### config.mk
export PLATFORM = sky130hd
export DESIGN_NAME = config_delay_startup_sequencer
export DESIGN_NICKNAME = d
export VERILOG_FILES = /design/src/logic/cfg_seq_pkg.sv /design/src/logic/frame_fifo.sv /design/src/logic/config_delay_startup_sequencer.sv
export SDC_FILE = /design/constraint.sdc
export NUM_CORES = 1
export LEC_CHECK = 0
export BUFFER_PORTS_ARGS = -buffer_cell sky130_fd_sc_hd__buf_2
export CELL_PAD_IN_SITES_DETAIL_PLACEMENT = 1
export CELL_PAD_IN_SITES_GLOBAL_PLACEMENT = 1
export CORE_MARGIN = 5
export CORE_UTILIZATION = 40
export DETAILED_ROUTE_END_ITERATION = 8
export PLACE_DENSITY_LB_ADDON = 0.12
export REMOVE_ABC_BUFFERS = 1
export SYNTH_ARGS = -nofsm -noshare
export SYNTH_HDL_FRONTEND = slang
export SYNTH_SLANG_ARGS = --single-unit
### constraint.sdc
create_clock -name aclk -period 3.6 [get_ports aclk]
set_input_delay 0.36 -clock aclk [delete_from_list [all_inputs] [get_ports aclk]]
set_output_delay 0.36 -clock aclk [all_outputs]
set_load 0.01 [all_outputs]
### src/logic/cfg_seq_pkg.sv
package cfg_seq_pkg;

	// ****************************************
	// timing
	// ****************************************
	localparam int CLK_PERIOD_NS     = 5;
	localparam int CFG_CLK_PERIOD_NS = 20;
	localparam int CFG_DIV           = (CFG_CLK_PERIOD_NS + CLK_PERIOD_NS - 1)
		/ CLK_PERIOD_NS;
	localparam int CLEAR_CFG_CYCLES  = 16;

	// ****************************************
	// sizes
	// ****************************************
	localparam int DATA_W     = 32;
	localparam int FIFO_DEPTH = 4;
	localparam int BITS_W     = 23;
	localparam int WORDS_W    = 18;
	localparam int N_DLL      = 4;
	localparam int STAGE_W    = 3;
	localparam int N_PIN      = 3 + N_DLL;

	// smallest 559,200 bits, largest 6,127,744 bits
	localparam logic [BITS_W-1:0] BITS_MIN = 23'h088860;
	localparam logic [BITS_W-1:0] BITS_MAX = 23'h5D8080;

	// ****************************************
	// register offsets
	// ****************************************
	localparam logic [7:0] OFS_CTRL    = 8'h00;
	localparam logic [7:0] OFS_STARTUP = 8'h04;
	localparam logic [7:0] OFS_BITS    = 8'h08;
	localparam logic [7:0] OFS_STATUS  = 8'h0C;
	localparam logic [7:0] OFS_LOADED  = 8'h10;
	localparam logic [7:0] OFS_RB_ADDR = 8'h14;
	localparam logic [7:0] OFS_RB_CMD  = 8'h18;
	localparam logic [7:0] OFS_RB_DATA = 8'h1C;

	// ****************************************
	// fields
	// ****************************************
	localparam int CTRL_RESTART   = 0;
	localparam int CTRL_SYNC_DONE = 1;
	localparam int CTRL_DLL_WAIT  = 2;
	localparam int SU_FLOAT_LSB   = 0;
	localparam int SU_FORCE_LSB   = 4;
	localparam int SU_WRITE_LSB   = 8;
	localparam int SU_DLL_LSB     = 12;
	localparam int SU_MASK_LSB    = 16;
	localparam int SU_DLL_ALL     = 20;
	localparam int RB_CMD_GO      = 0;
	localparam int RB_CMD_STATE   = 1;

	// ****************************************
	// reset values
	// ****************************************
	localparam logic [31:0] CTRL_RST    = 32'h00000000;
	localparam logic [31:0] STARTUP_RST = 32'h000F0221;
	localparam logic [31:0] BITS_RST    = {9'h000, BITS_MIN};
	localparam logic [N_PIN-1:0] PIN_RST = 7'h05;
	localparam logic [STAGE_W-1:0] LAST_STAGE = 3'h7;

	localparam logic [1:0] RESP_OKAY   = 2'h0;
	localparam logic [1:0] RESP_DECERR = 2'h3;

	typedef enum logic [4:0] {
		PH_CLEAR     = 5'h01,
		PH_WAIT_INIT = 5'h02,
		PH_LOAD      = 5'h04,
		PH_STARTUP   = 5'h08,
		PH_RUN       = 5'h10
	} phase_e;

endpackage : cfg_seq_pkg

### src/logic/frame_fifo.sv
module frame_fifo
	import cfg_seq_pkg::*;
#(
	parameter int WIDTH = DATA_W,
	parameter int DEPTH = FIFO_DEPTH
) (
	// clock and reset
	input  wire logic             aclk,
	input  wire logic             aresetn,
	input  wire logic             flush,
	// fill side
	input  wire logic             in_valid,
	output logic                  in_ready,
	input  wire logic [WIDTH-1:0] in_data,
	// drain side
	output logic                  out_valid,
	input  wire logic             out_ready,
	output logic [WIDTH-1:0]      out_data
);

	localparam int AW = $clog2(DEPTH);

	logic [WIDTH-1:0] mem_reg [DEPTH];
	logic [AW-1:0]    wr_ptr_reg;
	logic [AW-1:0]    rd_ptr_reg;
	logic [AW:0]      count_reg;
	logic             push;
	logic             pop;

	assign in_ready  = (count_reg != (AW+1)'(DEPTH)) && !flush;
	assign out_valid = (count_reg != '0) && !flush;
	assign out_data  = mem_reg[rd_ptr_reg];
	assign push      = in_valid && in_ready;
	assign pop       = out_valid && out_ready;

	always_ff @(posedge aclk) begin
		if (push) begin
			mem_reg[wr_ptr_reg] <= in_data;
		end
	end

	always_ff @(posedge aclk) begin
		if (!aresetn || flush) begin
			wr_ptr_reg <= '0;
			rd_ptr_reg <= '0;
			count_reg  <= '0;
		end else begin
			if (push) begin
				wr_ptr_reg <= (wr_ptr_reg == AW'(DEPTH - 1)) ? '0
					: wr_ptr_reg + 1'b1;
			end
			if (pop) begin
				rd_ptr_reg <= (rd_ptr_reg == AW'(DEPTH - 1)) ? '0
					: rd_ptr_reg + 1'b1;
			end
			if (push && !pop) begin
				count_reg <= count_reg + 1'b1;
			end else if (pop && !push) begin
				count_reg <= count_reg - 1'b1;
			end
		end
	end

endmodule : frame_fifo

### src/logic/config_delay_startup_sequencer.sv
// Our own choices: the placing of the registers and the AXI4-Lite register port.
module config_delay_startup_sequencer
	import cfg_seq_pkg::*;
(
	// clock and reset
	input  wire logic                  aclk,
	input  wire logic                  aresetn,
	// axi4-lite write address
	input  wire logic                  s_axi_awvalid,
	output logic                       s_axi_awready,
	input  wire logic [7:0]            s_axi_awaddr,
	// axi4-lite write data
	input  wire logic                  s_axi_wvalid,
	output logic                       s_axi_wready,
	input  wire logic [31:0]           s_axi_wdata,
	input  wire logic [3:0]            s_axi_wstrb,
	// axi4-lite write response
	output logic                       s_axi_bvalid,
	input  wire logic                  s_axi_bready,
	output logic [1:0]                 s_axi_bresp,
	// axi4-lite read
	input  wire logic                  s_axi_arvalid,
	output logic                       s_axi_arready,
	input  wire logic [7:0]            s_axi_araddr,
	output logic                       s_axi_rvalid,
	input  wire logic                  s_axi_rready,
	output logic [31:0]                s_axi_rdata,
	output logic [1:0]                 s_axi_rresp,
	// open-drain clear-status pin
	input  wire logic                  init_in,
	output logic                       init_out,
	output logic                       init_oe,
	// open-drain completion pin
	input  wire logic                  done_in,
	output logic                       done_out,
	output logic                       done_oe,
	// reconfiguration request and loop lock pins
	input  wire logic                  prog_n,
	input  wire logic [N_DLL-1:0]      dll_locked,
	// configuration data stream
	input  wire logic                  data_valid,
	output logic                       data_ready,
	input  wire logic [DATA_W-1:0]     data_word,
	// configuration memory write port
	output logic                       cfg_wr_valid,
	input  wire logic                  cfg_wr_ready,
	output logic [WORDS_W-1:0]         cfg_wr_addr,
	output logic [DATA_W-1:0]          cfg_wr_data,
	// readback port
	output logic                       rb_req,
	output logic                       rb_capture,
	output logic [31:0]                rb_addr,
	input  wire logic                  rb_ack,
	input  wire logic [31:0]           rb_data,
	// global start-up controls
	output logic                       global_output_float,
	output logic                       global_state_force,
	output logic                       global_store_write_en
);

	// ****************************************
	// pin synchronisers
	// ****************************************
	logic [N_PIN-1:0] pin_raw;
	logic [N_PIN-1:0] s1_reg;
	logic [N_PIN-1:0] s2_reg;
	logic [N_PIN-1:0] s3_reg;
	logic [N_PIN-1:0] pin_reg;

	assign pin_raw = {dll_locked, prog_n, done_in, init_in};

	for (genvar g = 0; g < N_PIN; g++) begin : g_sync
		always_ff @(posedge aclk) begin
			if (!aresetn) begin
				s1_reg[g]  <= PIN_RST[g];
				s2_reg[g]  <= PIN_RST[g];
				s3_reg[g]  <= PIN_RST[g];
				pin_reg[g] <= PIN_RST[g];
			end else begin
				s1_reg[g] <= pin_raw[g];
				s2_reg[g] <= s1_reg[g];
				s3_reg[g] <= s2_reg[g];
				// glitch filter: two stages must agree
				if (s2_reg[g] == s3_reg[g]) begin
					pin_reg[g] <= s3_reg[g];
				end
			end
		end
	end

	logic             init_high;
	logic             done_high;
	logic             prog_low;
	logic [N_DLL-1:0] lock_now;

	assign init_high = pin_reg[0];
	assign done_high = pin_reg[1];
	assign prog_low  = !pin_reg[2];
	assign lock_now  = pin_reg[N_PIN-1:3];

	// ****************************************
	// config clock enable
	// ****************************************
	logic [7:0] div_reg;
	logic       tick;

	assign tick = (div_reg == 8'(CFG_DIV - 1));

	always_ff @(posedge aclk) begin
		if (!aresetn || tick) begin
			div_reg <= '0;
		end else begin
			div_reg <= div_reg + 1'b1;
		end
	end

	// ****************************************
	// register bus
	// ****************************************
	logic              aw_held_reg;
	logic              w_held_reg;
	logic [7:0]        aw_addr_reg;
	logic [31:0]       w_data_reg;
	logic [3:0]        w_strb_reg;
	logic              wr_fire;
	logic [31:0]       ctrl_reg;
	logic [31:0]       startup_reg;
	logic [31:0]       bits_reg;
	logic [31:0]       rb_addr_reg;
	logic [31:0]       rb_data_reg;
	logic              rb_busy_reg;
	logic              restart_reg;
	phase_e            phase_reg;

	function automatic logic [31:0] merge(input logic [31:0] old,
		input logic [31:0] wd, input logic [3:0] strb);
		logic [31:0] m;
		m = {{8{strb[3]}}, {8{strb[2]}}, {8{strb[1]}}, {8{strb[0]}}};
		return (old & ~m) | (wd & m);
	endfunction : merge

	assign s_axi_awready = !aw_held_reg;
	assign s_axi_wready  = !w_held_reg;
	assign wr_fire       = aw_held_reg && w_held_reg && !s_axi_bvalid;

	always_ff @(posedge aclk) begin
		if (!aresetn) begin
			aw_held_reg <= 1'b0;
			w_held_reg  <= 1'b0;
			aw_addr_reg <= '0;
			w_data_reg  <= '0;
			w_strb_reg  <= '0;
		end else begin
			if (s_axi_awvalid && s_axi_awready) begin
				aw_held_reg <= 1'b1;
				aw_addr_reg <= s_axi_awaddr;
			end else if (wr_fire) begin
				aw_held_reg <= 1'b0;
			end
			if (s_axi_wvalid && s_axi_wready) begin
				w_held_reg <= 1'b1;
				w_data_reg <= s_axi_wdata;
				w_strb_reg <= s_axi_wstrb;
			end else if (wr_fire) begin
				w_held_reg <= 1'b0;
			end
		end
	end

	always_ff @(posedge aclk) begin
		if (!aresetn) begin
			s_axi_bvalid <= 1'b0;
			s_axi_bresp  <= RESP_OKAY;
		end else if (wr_fire) begin
			s_axi_bvalid <= 1'b1;
			s_axi_bresp  <= (aw_addr_reg[1:0] == 2'h0
				&& aw_addr_reg <= OFS_RB_DATA) ? RESP_OKAY : RESP_DECERR;
		end else if (s_axi_bready) begin
			s_axi_bvalid <= 1'b0;
		end
	end

	// bit count locked while loading so the target cannot move
	always_ff @(posedge aclk) begin
		if (!aresetn) begin
			ctrl_reg    <= CTRL_RST;
			startup_reg <= STARTUP_RST;
			bits_reg    <= BITS_RST;
			rb_addr_reg <= '0;
		end else if (wr_fire) begin
			case (aw_addr_reg)
				OFS_CTRL: ctrl_reg <= merge(ctrl_reg, w_data_reg,
					w_strb_reg) & 32'h00000006;
				OFS_STARTUP: startup_reg <= merge(startup_reg, w_data_reg,
					w_strb_reg) & 32'h001F7777;
				OFS_BITS: if (phase_reg != PH_LOAD) begin
					bits_reg <= merge(bits_reg, w_data_reg, w_strb_reg)
						& {9'h000, {BITS_W{1'b1}}};
				end
				OFS_RB_ADDR: rb_addr_reg <= merge(rb_addr_reg, w_data_reg,
					w_strb_reg);
				default: ;
			endcase
		end
	end

	logic ctrl_hit;
	assign ctrl_hit = wr_fire && aw_addr_reg == OFS_CTRL && w_strb_reg[0];

	// ****************************************
	// restart and phase sequencing
	// ****************************************
	logic                restart;
	logic [7:0]          clr_cnt_reg;
	logic [WORDS_W-1:0]  words_in_reg;
	logic [WORDS_W-1:0]  words_out_reg;
	logic [WORDS_W-1:0]  total_words;
	logic                load_complete;
	logic [STAGE_W-1:0]  stage_reg;
	logic                sync_ok;
	logic                lock_ok;
	logic                advance;
	logic [N_DLL-1:0]    dll_mask;

	always_ff @(posedge aclk) begin
		if (!aresetn) begin
			restart_reg <= 1'b0;
		end else begin
			restart_reg <= ctrl_hit && w_data_reg[CTRL_RESTART];
		end
	end

	assign restart     = prog_low || restart_reg;
	assign total_words = bits_reg[BITS_W-1:5];
	assign load_complete = words_out_reg == total_words && !cfg_wr_valid;
	assign sync_ok = !ctrl_reg[CTRL_SYNC_DONE] || done_high;
	assign dll_mask = startup_reg[SU_DLL_ALL] ? '1
		: startup_reg[SU_MASK_LSB +: N_DLL];
	assign lock_ok = &(lock_now | ~dll_mask);
	assign advance = sync_ok && (!ctrl_reg[CTRL_DLL_WAIT] || lock_ok
		|| stage_reg != startup_reg[SU_DLL_LSB +: STAGE_W]);

	// clear -> wait for init -> load -> start-up -> run, restarting from reset as well
	always_ff @(posedge aclk) begin
		if (!aresetn || restart) begin
			phase_reg <= PH_CLEAR;
		end else begin
			case (phase_reg)
				PH_CLEAR: if (tick
					&& clr_cnt_reg == 8'(CLEAR_CFG_CYCLES - 1)) begin
					phase_reg <= PH_WAIT_INIT;
				end
				PH_WAIT_INIT: if (init_high) begin
					phase_reg <= PH_LOAD;
				end
				PH_LOAD: if (load_complete) begin
					phase_reg <= PH_STARTUP;
				end
				PH_STARTUP: if (tick && advance
					&& stage_reg == LAST_STAGE) begin
					phase_reg <= PH_RUN;
				end
				PH_RUN: phase_reg <= PH_RUN;
				default: phase_reg <= PH_CLEAR;
			endcase
		end
	end

	always_ff @(posedge aclk) begin
		if (!aresetn || phase_reg != PH_CLEAR || restart) begin
			clr_cnt_reg <= '0;
		end else if (tick) begin
			clr_cnt_reg <= clr_cnt_reg + 1'b1;
		end
	end

	assign init_out = 1'b0;
	assign init_oe  = (phase_reg == PH_CLEAR);
	assign done_out = 1'b0;
	assign done_oe  = !(phase_reg == PH_STARTUP || phase_reg == PH_RUN);

	// ****************************************
	// data path into configuration memory
	// ****************************************
	logic              fifo_in_ready;
	logic              fifo_in_valid;
	logic              fifo_out_valid;
	logic              fifo_out_ready;
	logic [DATA_W-1:0] fifo_out_data;
	logic              accepting;

	assign accepting     = phase_reg == PH_LOAD && words_in_reg < total_words;
	assign fifo_in_valid = data_valid && accepting;
	assign data_ready    = fifo_in_ready && accepting;
	// one word per config clock cycle
	assign fifo_out_ready = phase_reg == PH_LOAD && tick
		&& !cfg_wr_valid;

	frame_fifo #(
		.WIDTH(DATA_W),
		.DEPTH(FIFO_DEPTH)
	) u_fifo (
		.aclk     (aclk),
		.aresetn  (aresetn),
		.flush    (restart),
		.in_valid (fifo_in_valid),
		.in_ready (fifo_in_ready),
		.in_data  (data_word),
		.out_valid(fifo_out_valid),
		.out_ready(fifo_out_ready),
		.out_data (fifo_out_data)
	);

	always_ff @(posedge aclk) begin
		if (!aresetn || restart) begin
			words_in_reg  <= '0;
			words_out_reg <= '0;
			cfg_wr_valid  <= 1'b0;
			cfg_wr_addr   <= '0;
			cfg_wr_data   <= '0;
		end else begin
			if (fifo_in_valid && fifo_in_ready) begin
				words_in_reg <= words_in_reg + 1'b1;
			end
			if (fifo_out_valid && fifo_out_ready) begin
				cfg_wr_valid <= 1'b1;
				cfg_wr_addr  <= words_out_reg;
				cfg_wr_data  <= fifo_out_data;
			end else if (cfg_wr_ready) begin
				cfg_wr_valid <= 1'b0;
			end
			if (cfg_wr_valid && cfg_wr_ready) begin
				words_out_reg <= words_out_reg + 1'b1;
			end
		end
	end

	// ****************************************
	// start-up sequence
	// ****************************************
	always_ff @(posedge aclk) begin
		if (!aresetn || phase_reg != PH_STARTUP) begin
			if (!aresetn || phase_reg != PH_RUN) begin
				stage_reg <= '0;
			end
		end else if (tick && advance && stage_reg != LAST_STAGE) begin
			stage_reg <= stage_reg + 1'b1;
		end
	end

	// sticky releases: nothing re-asserts them short of a restart
	always_ff @(posedge aclk) begin
		if (!aresetn || restart || phase_reg == PH_CLEAR) begin
			global_output_float   <= 1'b1;
			global_state_force    <= 1'b1;
			global_store_write_en <= 1'b0;
		end else if (phase_reg == PH_STARTUP && sync_ok) begin
			if (stage_reg >= startup_reg[SU_FLOAT_LSB +: STAGE_W]) begin
				global_output_float <= 1'b0;
			end
			if (stage_reg >= startup_reg[SU_FORCE_LSB +: STAGE_W]) begin
				global_state_force <= 1'b0;
			end
			if (stage_reg >= startup_reg[SU_WRITE_LSB +: STAGE_W]) begin
				global_store_write_en <= 1'b1;
			end
		end
	end

	// ****************************************
	// readback
	// ****************************************
	always_ff @(posedge aclk) begin
		if (!aresetn) begin
			rb_busy_reg <= 1'b0;
			rb_req      <= 1'b0;
			rb_capture  <= 1'b0;
			rb_addr     <= '0;
			rb_data_reg <= '0;
		end else begin
			rb_req <= 1'b0;
			if (!rb_busy_reg && wr_fire && aw_addr_reg == OFS_RB_CMD
				&& w_strb_reg[0] && w_data_reg[RB_CMD_GO]) begin
				rb_busy_reg <= 1'b1;
				rb_req      <= 1'b1;
				rb_capture  <= w_data_reg[RB_CMD_STATE];
				rb_addr     <= rb_addr_reg;
			end else if (rb_busy_reg && rb_ack) begin
				rb_busy_reg <= 1'b0;
				rb_data_reg <= rb_data;
			end
		end
	end

	// ****************************************
	// register read
	// ****************************************
	logic [31:0] status;
	logic [31:0] rd_mux;
	logic        rd_hit;

	assign status = {12'h000, lock_now, 1'b0, stage_reg, 1'b0, rb_busy_reg,
		global_store_write_en, global_state_force, global_output_float,
		done_high, init_high, phase_reg};

	always_comb begin
		rd_hit = 1'b1;
		case (s_axi_araddr)
			OFS_CTRL:    rd_mux = ctrl_reg;
			OFS_STARTUP: rd_mux = startup_reg;
			OFS_BITS:    rd_mux = bits_reg;
			OFS_STATUS:  rd_mux = status;
			OFS_LOADED:  rd_mux = {14'h0000, words_out_reg};
			OFS_RB_ADDR: rd_mux = rb_addr_reg;
			OFS_RB_CMD:  rd_mux = {31'h00000000, rb_busy_reg};
			OFS_RB_DATA: rd_mux = rb_data_reg;
			default: begin
				rd_mux = '0;
				rd_hit = 1'b0;
			end
		endcase
	end

	assign s_axi_arready = !s_axi_rvalid;

	always_ff @(posedge aclk) begin
		if (!aresetn) begin
			s_axi_rvalid <= 1'b0;
			s_axi_rdata  <= '0;
			s_axi_rresp  <= RESP_OKAY;
		end else if (s_axi_arvalid && s_axi_arready) begin
			s_axi_rvalid <= 1'b1;
			s_axi_rdata  <= rd_mux;
			s_axi_rresp  <= rd_hit ? RESP_OKAY : RESP_DECERR;
		end else if (s_axi_rready) begin
			s_axi_rvalid <= 1'b0;
		end
	end

endmodule : config_delay_startup_sequencer

==> results by group <==
Power and ir drop
  – Tot Pwr: 12.14 mW
  – Clk network pwr share: 0.478
  – PD cells: 484.6 nW/um2
  – P_sw: 2.619 mW
  – VDD IR max: 0.0004210 V
  – Power Internal: 9.518 mW
  – Logic pwr share: 0.038
  – Switching fraction of total power: 0.2158
  – Leak: 9.471 nW
  – Sequential Power Share: 0.484

Timing
  – Worst slew pin tran: 1.069 ns
  – Final Setup Violations: 0
  – Unrepaired setup endpoints after global routing: no
  – Maximum clock rate: 0.3231 GHz
  – Final period util: 0.8598
  – Worst slew margin: 0.2873
  – Clk_skew: 0.01635 ns
  – Final hold vios: 0
  – Pins Over Slew Limit: 0
  – Tmin final: 3.095 ns

Logic synthesis
  – Synthesized area per cell: 9.763 um2
  – #FFs+latches synth: 501
  – Cell variety after synth: 64
  – Largest area contributor in the netlist: dfxtp_1
  – Synth area leaders: dfxtp_1, edfxtp_1, nand2_1
  – Area of the mapped netlist: 20,210 um2
  – Top-area cell type share of the netlist area: 0.3665
  – Warnings from Yosys: 0
  – Sequential-to-total area share from yosys stat: 0.5612
  – Main synth FF type: dfxtp_1
  – Mapped Cells: 2,070
  – Post-synth EDFFs: 131
  – Async SR Flop Fraction: 0

CTS
  – Sink Count: 501
  – CTS resizes: 0
  – CTS buffer count: 53
  – Max Buffers Root-to-Sink: 3
  – Clock Tree Root: clkbuf_16
  – CTS H-tree depth: 2
  – Post-CTS setup buffer count: 0
  – Clk pin slew, worst setup/hold paths: 0.06 ns
  – CTS tree: built
  – Clk Latency, worst-skew pair: 0.61 ns

Route
  – Total number of vias: 16.54k
  – Initial DRC count: 1,010
  – # DRC: 0
  – DR WL/cell: 21.03 um
  – Total routed wirelength: 65,640 um
  – Vias per cell: 5.298
  – Pre-Repair DR Iteration Count: 5
  – Antenna-violating nets left: 0

Setup path
  – R2R Setup Slk: 0.50 ns
  – Startpoint Class: flip-flop
  – WP buf/inv: 1
  – Crit path largest cell delay: 0.66 ns
  – Worst setup EP type: flip-flop
  – Worst path required time: 4.12 ns
  – Crit path max-delay cell type: or4b_2
  – Worst path most repeated cell: ha_1
  – Crit-path max FO: 7
  – CP top delay family: simple AND/OR/NAND/NOR gates
  – CP arrival: 3.62 ns
  – Critical path class: reg -> reg
  – Reg-to-Reg Start: div_reg[0]$_SDFF_PP0_
  – Depth of the most critical reg-to-reg path: 10
  – RR Endpoint: u_fifo.count_reg[2]$_SDFFE_PP0P_
  – Crit-path cells: ha_1 > or4b_2 > nor2_1 > nand4_1 > ha_1 > inv_1 > fa_1 > xor2_1 > or3_1 > a21oi_1

Placed design
  – Placed cell count: 2,921
  – Gp weighted congestion: 0.8497
  – HPWL Detailed: 45,340 um
  – Port bufs: 264

Global route
  – Grt ovf: 0
  – First-pass GRT wire length: 101,800 um
  – Largest net degree at the start of global routing: 90
  – Initial antenna violation count: 1
  – Vias in the first global route: 17.55k
  – Gr usage total: 0.2308

Layout
  – Most common cell after layout, fill and taps aside: nand2_1
  – # nets final: 2,576
  – Finished Layout Cells: 3,121
  – Layout fillers: 5,668
  – Commonest non-fill, non-tap cells in the layout: nand2_1, dfxtp_1, buf_2
  – Share of cells above drive strength 1: 0.1863
  – Layout area overhead: 23.94%

Worst hold path
  – HP Start: s_axi_awaddr[3]
  – Hold path depth: 3
  – Hold Path Sink: aw_addr_reg[3]$_SDFFE_PN0P_
  – Class of the worst hold path: in -> reg

Floorplanning
  – Ports: 267
  – Core ar.: 50,070 um2
  – Die width: 234.8 um
  – Die height: 234.8 um
  – Die ar.: 55,120 um2
  – Initial Util: 0.4036
  – # rows: 82

Run status
  – Status: completed

Job
  – Total of max-cap violations: 0
power groups by stage:
| stage | Combinational [mW] | Clock (mW) | Sequential (mW) |
|---|---|---|---|
| finish | 0.465 | 5.80 | 5.87 |
| global route | 0.506 | 6.16 | 5.88 |
| CTS | 0.464 | 5.91 | 5.87 |
| detailed placement | 0.374 | 0 | 6.00 |
| global placement | 0.366 | 0 | 5.99 |
| floorplan | 0.154 | 0 | 5.98 |
repair_timing:
action	in CTS	in global routing
hold endpoints to repair	196	0
hold buffers	100	0
setup endpoints to repair	0	0
synthesized netlist by cell type (4+ instances only):
library cell    n
a22oi_1        20
buf_4           7
o21ai_0        61
a21oi_2         6
o22ai_1         6
a21oi_1       264
nand3b_1        4
or4_1           8
edfxtp_1      131
dfxtp_1       370
clkbuf_1       90
nor3_1         16
mux4_2         35
buf_6           6
buf_1           9
nor2b_1         6
mux2i_1        39
nand3_1        77
or3_1          18
xnor2_1        15
nor2_1         83
nand4_1        11
and3_1         17
nand2_1       496
a221oi_1       10
xor2_1         36
inv_1          45
and2_1         37
nor3b_1         4
buf_2          14
o31ai_1         6
a21o_1          8
ha_1           38
nor4_1          8
mux2_2          7
nand2b_1       18
layout make-up:
type                            count  area [um2]  area share
Tap cell                          672       840.8     0.03357
Clock buffer                       75        1550     0.06189
Multi-Input combinational cell   1398        8170      0.3262
Timing Repair Buffer              404        2648      0.1057
Sequential cell                   501       11340      0.4528
Clock inverter                     24       315.3     0.01259
Inverter                           46       177.7    0.007094
Antenna cell                        1       2.502  0.00009991
layer usage:
layer	up-vias	wire length [um]	part of all wire	track usage
met5	-	0	0	0
met4	0	2303	0.035	0.08176
met3	139	3740	0.057	0.05019
met2	381	31410	0.48	0.3870
met1	8178	28190	0.43	0.2964
li1	7837	-	-	-
through the flow:
step / cell area, um2 / setup TNS [ns] / util / setup slack (ns) / hold WS, ns
2_1_floorplan: 19650 / -16.71 / - / -0.9976 / 0.3863
6_report: 25050 / 0 / 0.5003 / 0.5048 / 0.02740
3_5_place_dp: 22180 / 0 / 0.4429 / 0.4689 / 0.3972
4_1_cts: 25040 / 0 / 0.5002 / 0.4551 / 0.001412
5_1_grt: 25040 / 0 / 0.5002 / 0.3224 / 0.02343
3_3_place_gp: 22180 / 0 / 0.4429 / 0.6410 / 0.3998
worst max path at each step:
stage	start	to	slack, ns	depth (start not counted)
2_1_floorplan	aresetn	s_axi_rdata[9]$_SDFFE_PN0P_	-1.0	4
3_3_place_gp	div_reg[0]$_SDFF_PP0_	u_fifo.count_reg[2]$_SDFFE_PP0P_	0.64	10
3_5_place_dp	div_reg[0]$_SDFF_PP0_	stage_reg[1]$_SDFFCE_PP0P_	0.47	5
4_1_cts	flip-flop	data_ready	0.46	7
5_1_grt	div_reg[0]$_SDFF_PP0_	u_fifo.count_reg[2]$_SDFFE_PP0P_	0.32	10
6_report	div_reg[0]$_SDFF_PP0_	u_fifo.count_reg[2]$_SDFFE_PP0P_	0.50	10
worst reg2reg max path: cells and delay by family, from the launching register on:
family | cells | cell delay (ns)
AOI/OAI and AO/OA | 1 | 0.14
xor gates and xnor gates | 1 | 0.08
adders and majority gates | 3 | 0.71
buffers and inverters | 1 | 0.08
DFF | 1 | 0.39
and+or+nand+nor | 4 | 1.63
kinds of logic (layout without fill, tap and decap cells):
kind of cell    Yosys count  after routing  synth area share
simple gates            819            819            0.1807
flops                   501            501            0.5612
compound gates          406            406            0.1127
buf+inv                 172            549           0.03634
mux                      81             81           0.06222
xor+xnor                 51             51           0.02210
fa+ha+maj                39             39           0.02452
other cells               1              3         0.0001856
Power figures use the tool's default switching activity.
